<file path="config.mk">
export PLATFORM = sky130hd
export DESIGN_NAME = monitor_link
export DESIGN_NICKNAME = d
export VERILOG_FILES = /design/src/pkg/monitor_link_pkg.sv /design/src/pkg/byte_stream_if.sv /design/src/verilog/tx_fifo.sv /design/src/verilog/monitor_link.sv
export SDC_FILE = /design/constraint.sdc
export NUM_CORES = 1
export LEC_CHECK = 0
export ABC_CLOCK_PERIOD_IN_PS = 5200
export BUFFER_PORTS_ARGS = -buffer_cell sky130_fd_sc_hd__buf_2
export CAP_MARGIN = 20
export CORE_ASPECT_RATIO = 1.1
export CORE_MARGIN = 3
export CORE_UTILIZATION = 55
export CTS_CLUSTER_SIZE = 28
export DETAILED_ROUTE_END_ITERATION = 16
export HOLD_SLACK_MARGIN = 0.12
export PLACE_DENSITY = 0.73
export SYNTH_ARGS = -nofsm -noshare
export SYNTH_HDL_FRONTEND = slang
export SYNTH_SLANG_ARGS = --single-unit
</file>
<file path="constraint.sdc">
create_clock -name clk -period 5.2 [get_ports clk]
set_input_delay 0.26 -clock clk [delete_from_list [all_inputs] [get_ports clk]]
set_output_delay 0.26 -clock clk [all_outputs]
set_load 0.02 [all_outputs]
</file>
<file path="src/pkg/monitor_link_pkg.sv">
// constants, state codes and timing counts for the monitor entry link
// assumes one 125 MHz clock that also stands in for the oscillator input
package monitor_link_pkg;

  // clock rate, used only to document the bit time in nanoseconds
  localparam int unsigned CLK_HZ         = 125_000_000;

  // bus clock dividers applied to the oscillator input
  localparam int unsigned DIV_NORMAL     = 2;
  localparam int unsigned DIV_FORCED     = 4;

  // bus cycles per bit on the host link
  localparam int unsigned BAUD_DIVISOR   = 278;

  // oscillator cycles per bit for each divider setting
  localparam logic [11:0] BIT_CYC_DIV2   = 12'(BAUD_DIVISOR * DIV_NORMAL);
  localparam logic [11:0] BIT_CYC_DIV4   = 12'(BAUD_DIVISOR * DIV_FORCED);

  // erased value of a reset vector byte
  localparam logic [7:0]  ERASED_BYTE    = 8'hFF;

  // framing and sequencing counts
  localparam logic [3:0]  FRAME_BITS     = 4'hA;
  localparam logic [3:0]  BREAK_BITS     = 4'hA;
  localparam logic [1:0]  GAP_BITS       = 2'h2;
  localparam logic [3:0]  SECURITY_BYTES = 4'h8;
  localparam logic [9:0]  BREAK_PATTERN  = 10'h000;

  // stream and buffer shape
  localparam int unsigned DATA_W         = 8;
  localparam int unsigned TX_FIFO_DEPTH  = 4;

  // link sequencer states, one-hot
  typedef enum logic [5:0] {
    ST_CAPTURE = 6'h01,
    ST_USER    = 6'h02,
    ST_IDLE    = 6'h04,
    ST_RX      = 6'h08,
    ST_GAP     = 6'h10,
    ST_TX      = 6'h20
  } link_state_t;

endpackage : monitor_link_pkg

</file>
<file path="src/pkg/byte_stream_if.sv">
// valid/ready byte stream between the link top and its transmit buffer
// assumes both ends share one clock
interface byte_stream_if #(
  parameter int unsigned W = 8
);
  logic [W-1:0] data;
  logic         valid;
  logic         ready;

  modport source (output data, output valid, input ready);
  modport sink   (input data, input valid, output ready);
endinterface : byte_stream_if

</file>
<file path="src/verilog/tx_fifo.sv">
// small first-in first-out buffer for bytes waiting to go out on the link
// assumes a synchronous active-high reset and a consumer that may stall
module tx_fifo #(
  parameter int unsigned W     = 8,
  parameter int unsigned DEPTH = 4
) (
  input  wire logic     clk,
  input  wire logic     rst,
  byte_stream_if.sink   fill,
  byte_stream_if.source drain
);

  localparam int unsigned AW = $clog2(DEPTH);
  localparam logic [AW:0] FULL_COUNT = (AW+1)'(DEPTH);

  typedef struct packed {
    logic [DEPTH-1:0][W-1:0] mem;
    logic [AW-1:0]           wr_ptr;
    logic [AW-1:0]           rd_ptr;
    logic [AW:0]             count;
    logic                    room;
  } fifo_state_t;

  fifo_state_t s_q;
  fifo_state_t s_d;
  logic        push;
  logic        pop;

  ////////////////////////////////////////////////////////////////////////
  // ready comes from a flop so the top can hand it out unchanged
  assign fill.ready  = s_q.room;
  assign drain.valid = (s_q.count != '0);
  assign drain.data  = s_q.mem[s_q.rd_ptr];
  assign push        = fill.valid & s_q.room;
  assign pop         = drain.valid & drain.ready;

  // pointer and count update; simultaneous push and pop keep the count
  always_comb begin
    s_d = s_q;
    if (push) begin
      s_d.mem[s_q.wr_ptr] = fill.data;
      s_d.wr_ptr          = AW'(s_q.wr_ptr + 1'b1);
    end
    if (pop) begin
      s_d.rd_ptr = AW'(s_q.rd_ptr + 1'b1);
    end
    s_d.count = (AW+1)'(s_q.count + {{AW{1'b0}}, push}
                        - {{AW{1'b0}}, pop});
    s_d.room  = (s_d.count != FULL_COUNT);
  end

  always_ff @(posedge clk) begin
    if (rst) begin
      s_q <= '0;
    end else begin
      s_q <= s_d;
    end
  end

endmodule : tx_fifo

</file>
<file path="src/verilog/monitor_link.sv">
// monitor mode entry and single-wire host link
// assumes straps, vector bytes and the serial pin are synchronous to clk;
// rst models the reset pin, power_on_reset tells a power-on cause
//
// Notes on behaviour
// erased vector allows entry without test voltage
// all host traffic uses the single serial pin
// serial pin is wired-OR, only pulled low
// both directions use NRZ start/stop framing
// bit rate is bus frequency over 278
// normal entry, divider pin low: bus /2
// divider pin high or forced entry: bus /4
// host holds entry straps during reset
// forced entry needs only serial and select straps
// monitor keeps watchdog and PLL off
// entry qualified only on power-on reset
// commands reach memory, downloaded code runs
// other pins keep their normal functions
// mode latched at reset release, straps then free
// after eight security bytes, send break
// on break, release two bits, echo break
// every received byte is echoed back
module monitor_link (
  input  wire logic              clk,
  input  wire logic              rst,
  input  wire logic              power_on_reset,
  input  wire logic              high_test_voltage,
  input  wire logic [7:0]        reset_vector_high,
  input  wire logic [7:0]        reset_vector_low,
  input  wire logic              entry_select_pin,
  input  wire logic              mode_select_pin_0,
  input  wire logic              mode_select_pin_1,
  input  wire logic              bus_divider_select_pin,
  input  wire logic              host_serial_pin_in,
  output logic                   host_serial_pin_out,
  output logic                   host_serial_pin_oe,
  output logic                   monitor_mode,
  output logic                   forced_monitor,
  output logic                   bus_div4,
  output logic                   bus_clk,
  output logic                   watchdog_enable,
  output logic                   pll_enable,
  output logic                   monitor_pin_claim,
  output logic                   security_done,
  output logic [7:0]             rx_data,
  output logic                   rx_strobe,
  output logic                   rx_break,
  input  wire logic [7:0]        tx_data,
  input  wire logic              tx_valid,
  output logic                   tx_ready
);

  typedef struct packed {
    monitor_link_pkg::link_state_t st;
    logic        mon;
    logic        forced;
    logic        div4;
    logic        wd_en;
    logic        pll_en;
    logic        claim;
    logic [1:0]  bdiv;
    logic        bus_clk;
    logic [11:0] tmr;
    logic [3:0]  bitn;
    logic [9:0]  shf;
    logic        brk;
    logic [3:0]  sec;
    logic        brk_pend;
    logic        sec_done;
    logic        pin_oe;
    logic [7:0]  rx_data;
    logic        rx_stb;
    logic        rx_brk;
  } link_regs_t;

  link_regs_t s_q;
  link_regs_t s_d;

  byte_stream_if #(.W(monitor_link_pkg::DATA_W)) tx_fill  ();
  byte_stream_if #(.W(monitor_link_pkg::DATA_W)) tx_drain ();

  logic erased;
  logic link_straps;
  logic normal_entry;
  logic forced_entry;

  // oscillator cycles in one bit for the latched divider
  function automatic logic [11:0] bit_len(input logic div4);
    return div4 ? monitor_link_pkg::BIT_CYC_DIV4
                : monitor_link_pkg::BIT_CYC_DIV2;
  endfunction : bit_len

  ////////////////////////////////////////////////////////////////////////
  // transmit buffer: the link drains it only while idle, so it can fill
  assign tx_fill.data  = tx_data;
  assign tx_fill.valid = tx_valid;
  assign tx_ready      = tx_fill.ready;

  tx_fifo #(
    .W     (monitor_link_pkg::DATA_W),
    .DEPTH (monitor_link_pkg::TX_FIFO_DEPTH)
  ) u_tx_fifo (
    .clk   (clk),
    .rst   (rst),
    .fill  (tx_fill.sink),
    .drain (tx_drain.source)
  );

  ////////////////////////////////////////////////////////////////////////
  // entry qualification from straps and vector contents
  assign erased = (reset_vector_high == monitor_link_pkg::ERASED_BYTE) &&
                  (reset_vector_low == monitor_link_pkg::ERASED_BYTE);
  // serial pin high and select low are needed for both entries
  assign link_straps  = host_serial_pin_in & ~entry_select_pin;
  assign normal_entry = high_test_voltage & link_straps &
                        mode_select_pin_0 & ~mode_select_pin_1;
  assign forced_entry = ~high_test_voltage & erased &
                        link_straps;

  ////////////////////////////////////////////////////////////////////////
  // next-state logic for mode latch, bus divider and serial sequencer
  always_comb begin
    s_d        = s_q;
    s_d.rx_stb = 1'b0;
    s_d.rx_brk = 1'b0;
    tx_drain.ready = 1'b0;

    // bus clock from the oscillator input, /2 or /4
    s_d.bdiv    = 2'(s_q.bdiv + 1'b1);
    s_d.bus_clk = s_q.div4 ? s_q.bdiv[1] : s_q.bdiv[0];

    unique case (s_q.st)
      // one look at the straps right after reset release
      monitor_link_pkg::ST_CAPTURE: begin
        if (power_on_reset && (normal_entry || forced_entry)) begin
          s_d.mon    = 1'b1;
          s_d.forced = forced_entry;
          // forced entry ignores the divider pin
          s_d.div4   = forced_entry | bus_divider_select_pin;
          s_d.wd_en  = 1'b0;
          s_d.pll_en = 1'b0;
          s_d.claim  = 1'b1;
          s_d.st     = monitor_link_pkg::ST_IDLE;
        end else begin
          s_d.wd_en  = 1'b1;
          s_d.pll_en = 1'b1;
          s_d.div4   = 1'b1;
          s_d.st     = monitor_link_pkg::ST_USER;
        end
      end

      // user mode: link stays released, straps no longer looked at
      monitor_link_pkg::ST_USER: begin
        s_d.st = monitor_link_pkg::ST_USER;
      end

      // line idle: an incoming start bit wins over anything to send
      monitor_link_pkg::ST_IDLE: begin
        if (!host_serial_pin_in) begin
          s_d.st   = monitor_link_pkg::ST_RX;
          s_d.tmr  = 12'(bit_len(s_q.div4) >> 1); // sample mid-bit
          s_d.bitn = 4'h0;
          s_d.shf  = 10'h000;
        end else if (s_q.brk_pend) begin
          // ready-for-command break after the security bytes
          s_d.brk_pend = 1'b0;
          s_d.sec_done = 1'b1;
          s_d.shf      = monitor_link_pkg::BREAK_PATTERN;
          s_d.bitn     = 4'h0;
          s_d.tmr      = 12'(bit_len(s_q.div4) - 1'b1);
          s_d.pin_oe   = 1'b1;
          s_d.st       = monitor_link_pkg::ST_TX;
        end else if (s_q.sec_done && tx_drain.valid) begin
          // firmware replies are held back until security passes
          tx_drain.ready = 1'b1;
          s_d.shf    = {1'b1, tx_drain.data, 1'b0};
          s_d.bitn   = 4'h0;
          s_d.tmr    = 12'(bit_len(s_q.div4) - 1'b1);
          s_d.pin_oe = 1'b1;
          s_d.st     = monitor_link_pkg::ST_TX;
        end
      end

      // shift in start, eight data bits and the stop position
      monitor_link_pkg::ST_RX: begin
        if (s_q.tmr == 12'h000) begin
          s_d.shf  = {host_serial_pin_in, s_q.shf[9:1]};
          s_d.bitn = 4'(s_q.bitn + 1'b1);
          s_d.tmr  = 12'(bit_len(s_q.div4) - 1'b1);
          if (s_q.bitn == 4'(monitor_link_pkg::FRAME_BITS - 1'b1)) begin
            // ten zeros including the stop slot is a break
            s_d.brk = ({host_serial_pin_in, s_q.shf[9:1]} ==
                       monitor_link_pkg::BREAK_PATTERN);
            // two bit times released before any echo
            s_d.tmr = 12'(bit_len(s_q.div4) *
                          monitor_link_pkg::GAP_BITS - 1'b1);
            s_d.st  = monitor_link_pkg::ST_GAP;
          end
        end else begin
          s_d.tmr = 12'(s_q.tmr - 1'b1);
        end
      end

      // pin left to the pullup, then echo the frame or the break
      monitor_link_pkg::ST_GAP: begin
        if (s_q.tmr == 12'h000) begin
          s_d.bitn   = 4'h0;
          s_d.tmr    = 12'(bit_len(s_q.div4) - 1'b1);
          s_d.st     = monitor_link_pkg::ST_TX;
          if (s_q.brk) begin
            s_d.shf    = monitor_link_pkg::BREAK_PATTERN;
            s_d.rx_brk = 1'b1;
            s_d.pin_oe = 1'b1;
          end else begin
            s_d.shf     = {1'b1, s_q.shf[8:1], 1'b0};
            s_d.pin_oe  = 1'b1;
            // received byte to the monitor firmware
            s_d.rx_data = s_q.shf[8:1];
            s_d.rx_stb  = 1'b1;
            if (!s_q.sec_done && !s_q.brk_pend) begin
              s_d.sec = 4'(s_q.sec + 1'b1);
              if (s_d.sec == monitor_link_pkg::SECURITY_BYTES) begin
                s_d.brk_pend = 1'b1;
              end
            end
          end
        end else begin
          s_d.tmr = 12'(s_q.tmr - 1'b1);
        end
      end

      // shift out lsb first; a one releases the pin, a zero pulls it low
      monitor_link_pkg::ST_TX: begin
        if (s_q.tmr == 12'h000) begin
          if (s_q.bitn == 4'(monitor_link_pkg::BREAK_BITS - 1'b1)) begin
            s_d.pin_oe = 1'b0;
            s_d.st     = monitor_link_pkg::ST_IDLE;
          end else begin
            s_d.shf    = {1'b1, s_q.shf[9:1]};
            s_d.bitn   = 4'(s_q.bitn + 1'b1);
            s_d.pin_oe = ~s_q.shf[1];
            s_d.tmr    = 12'(bit_len(s_q.div4) - 1'b1);
          end
        end else begin
          s_d.tmr = 12'(s_q.tmr - 1'b1);
        end
      end

      default: begin
        s_d.st = monitor_link_pkg::ST_CAPTURE;
      end
    endcase
  end

  ////////////////////////////////////////////////////////////////////////
  // single register stage for all state
  always_ff @(posedge clk) begin
    if (rst) begin
      s_q    <= '0;
      s_q.st <= monitor_link_pkg::ST_CAPTURE;
    end else begin
      s_q <= s_d;
    end
  end

  ////////////////////////////////////////////////////////////////////////
  // outputs straight from state flops, except host_serial_pin_out tied low
  assign host_serial_pin_out = 1'b0; // only ever pulls low
  assign host_serial_pin_oe  = s_q.pin_oe;
  assign monitor_mode        = s_q.mon;
  assign forced_monitor      = s_q.forced;
  assign bus_div4            = s_q.div4;
  assign bus_clk             = s_q.bus_clk;
  assign watchdog_enable     = s_q.wd_en;
  assign pll_enable          = s_q.pll_en;
  assign monitor_pin_claim   = s_q.claim;
  assign security_done       = s_q.sec_done;
  assign rx_data             = s_q.rx_data;
  assign rx_strobe           = s_q.rx_stb;
  assign rx_break            = s_q.rx_brk;

endmodule : monitor_link

</file>
==> metrics.md <==
| Metric | Value |
|---|---|
| Result of the run | `finished clean` |
| Max VDD drop | `0.000301 V` |
| # nets final | `652` |
| Synth cell count leaders | `dfxtp_1, nor2_1, nand2_1` |
| Floorplan row count | `35` |
| Number of H-tree branching levels | `3` |
| Core area | `around 0.0085 mm²` |
| Maximum capacitance violations | `0` |
| Number of buffers created by CTS | `9` |
| Max-slew violations | `0` |
| Biggest area contributors in the synthesized netlist | `dfxtp_1, a21oi_1, nor2_1` |
| Synthesis Warnings | `0` |
| DRC violation count after routing | `0` |
| Number of antenna violations at the first check in global routing | `0` |
| Flip-flop and latch count after synthesis | `between 90 and 100` |
| Number of distinct library cells after synthesis | `59` |
| Met1 wire length | `4.77 mm` |
| Wire length reported by the detailed router | `11.4 mm` |
| Placed wire-length estimate after detailed placement | `8.13 mm` |
| Die outline width | `96.1 µm` |
| Measured slew at the worst slew-check pin | `874 ps` |
| Height of the die | `between 100 and 150 µm` |
| Required time at the endpoint of the critical path | `5490 ps` |
| Clock insertion delay at the later pin of the skew report | `between 300 and 400 ps` |
| Slew Limit Headroom | `41.2%` |
| Simple-gate portion of the synthesized area | `a little under a quarter` |
| Clock sink total | `96` |
| Endpoints failing hold | `0` |
| Startpoint-to-endpoint class of the critical path | `register to register` |
| Finished Cell Area | `0.00529 mm²` |
| Biggest fanout along the worst timing path | `9` |
| Pwr/cell area | `approximately 260 mW/mm²` |
| Number of buffers inserted to repair setup after CTS | `0` |
| Antenna-violating nets left | `0` |
| Share of the synthesized area in compound gates (AO/OA/AOI/OAI) | `17.1%` |
| Number of nets in the synthesized netlist | `633` |
| Final Setup Violations | `0` |
| Leakage power figure | `2.05 nW` |
| Die outline area | `0.0101 mm²` |
| Total number of vias | `4309` |
| Number of synthesized flops with an enable pin | `0` |
| Proportion of layout cells with a drive suffix above 1 | `14.2%` |
| Vias in the first global route | `3975` |
| GRT Residual Overflow | `0` |
| Area overhead of the layout relative to synthesis | `7.77%` |
| Post-synthesis area per instance | `8.47 µm²` |
| All-layer global routing usage | `23.2%` |
| # fillers | `787` |
| Post-synthesis cell area | `0.00491 mm²` |
| Number of cells produced by synthesis | `slightly below 600` |
| DR WL met2 | `~5.7 mm` |
| Maximum clock path buffer count | `2` |
| Initial core utilization | `57.5%` |
| Post-synthesis adder-cell area fraction | `around 5%` |
| Most used standard cell by instance count after synthesis | `dfxtp_1` |
| Drt initial violations | `216` |
| Least setup slack across all paths after layout | `2480 ps` |
| Worst min-delay path class | `input pin to register` |
| Post-synthesis sequential area ratio | `39.1%` |
| Highest layer used for signal routing | `met4` |
| CTS tree | `built` |
| Multiplexer area fraction after synthesis | `6.52%` |
| Post-route setup TNS | `0 ps` |
| Sort of element at the start of the critical path | `register` |
| Routed wl met3 | `624 µm` |
| Number of iterations in the first detailed-routing pass | `5` |
| Critical Path AT | `3010 ps` |
| Gates resized, CTS repair | `0` |
| Last weighted congestion value of the routability-driven placer | `0.947` |
| Number of buffers inserted by hold repair at cts | `0` |
| First-pass GRT wire length | `19.0 mm` |
| Setup Slack @ Placement | `2520 ps` |
| Area share of the largest cell type after synthesis | `39.1%` |
| IO buf count | `53` |
| Unrepaired setup endpoints after global routing | `false` |
| Routed length per instance | `15.9 µm` |
| Clock transition at the registers of the reported paths | `90 ps` |
| Primary FF master, synth | `dfxtp_1` |
| Top-Level Pins | `55` |
| Cell area after placement | `0.00510 mm²` |
| Post-synthesis share of cell area spent on xor and xnor gates | `2.50%` |
| Fmax | `367 MHz` |
| Util after Layout | `62.0%` |
| FFs w/ async S/R, synth | `0%` |
| Final period utilization | `around 52%` |
| Largest net degree at the start of global routing | `60` |
| Dominant combinational cell family by area after synthesis | `simple AND/OR/NAND/NOR gates` |
| Worst clock skew | `slightly below 6 ps` |
| Final period demand of the worst path | `2720 ps` |
| Cell taking the most area after synthesis | `dfxtp_1` |
| CTS Root Cell | `clkbuf_8` |
| CP Capture Type | `register` |
| Mean number of vias per cell | `6.03` |
| Antenna diode instance count | `0` |
## layer usage
layer,up-vias,global-route usage (%)
met5,-,0
met1,2020,29.4
li1,2101,-
met4,0,8.74
met3,26,2.95
met2,162,39.5
## layout make-up
type	instances	area (µm²)	share of cell area, %
Tap cell	111	139	2.62
Clock inverter	6	67.6	1.28
Inverter	19	71.3	1.35
Clock buffer	10	128	2.41
Timing Repair Buffer	56	288	5.44
Sequential cell	96	1920	36.3
Multi-Input combinational cell	417	2680	50.6
## logic make-up after synthesis
logic type / Yosys count
xor gates and xnor gates: 14
DFF: 96
muxes: 22
buffers and inverters: 67
adders and majority gates: 19
and+or+nand+nor: 232
other: 1
AOI/OAI and AO/OA: 129
## cell usage in the layout, fill, tap and decap left out, types with 13 or more instances in the layout
cell	Yosys	layout
a211oi_1	13	13
a21oi_1	53	53
buf_2	3	53
dfxtp_1	96	96
ha_1	18	18
inv_1	19	19
mux2i_1	14	14
nand2_1	59	59
nand3_1	43	43
nor2_1	68	68
o21ai_0	16	16
## worst max-delay path: stages (launching register included)
cell and delay [ps]:
dfxtp_1 340, inv_1 100, ha_1 180, nor3b_1 290
and4_1 520, o21ai_4 120, or3_1 450, or4_1 540
a21oi_1 140
## worst paths after layout
kind / startpoint / end / slack, ps / cells past startpoint
hold / removal: bus_divider_select_pin / bus_div4 / 170 / 3
setup / recovery: s_q[32] / s_q[31] / 2480 / 8
hold reg to reg: u_tx_fifo.s_q[39] / u_tx_fifo.s_q[39] / 460 / 2
setup reg to reg: s_q[32] / s_q[31] / 2480 / 8
## flip-flops by register name (all words and copies together) (netlist names)
signal,count
bus_clk,1
bus_div4,1
forced_monitor,1
host_serial_pin_oe,1
monitor_pin_claim,1
rx_break,1
rx_data,8
rx_strobe,1
s_q,39
security_done,1
u_tx_fifo.fill.ready,1
u_tx_fifo.s_q,39
watchdog_enable,1
## per-stage QoR
stage | power [mW] | instances | hold WS [ps]
after floorplan | 0.876 | 580 | 407
after global placement | 0.913 | 699 | 432
after detailed placement | 0.918 | 699 | 447
after CTS | 1.40 | 715 | 160
after global routing | 1.45 | 715 | 175
final | 1.39 | 715 | 169
## report_power, final
group	internal [mW]	leakage [nW]	switching, mW
Sequential	0.753	0.777	0.0178
Combinational	0.0505	1.19	0.0806
Clock	0.224	0.0929	0.266
Total	1.03	2.05	0.364
No activity file was read; power rests on OpenSTA's default activity.
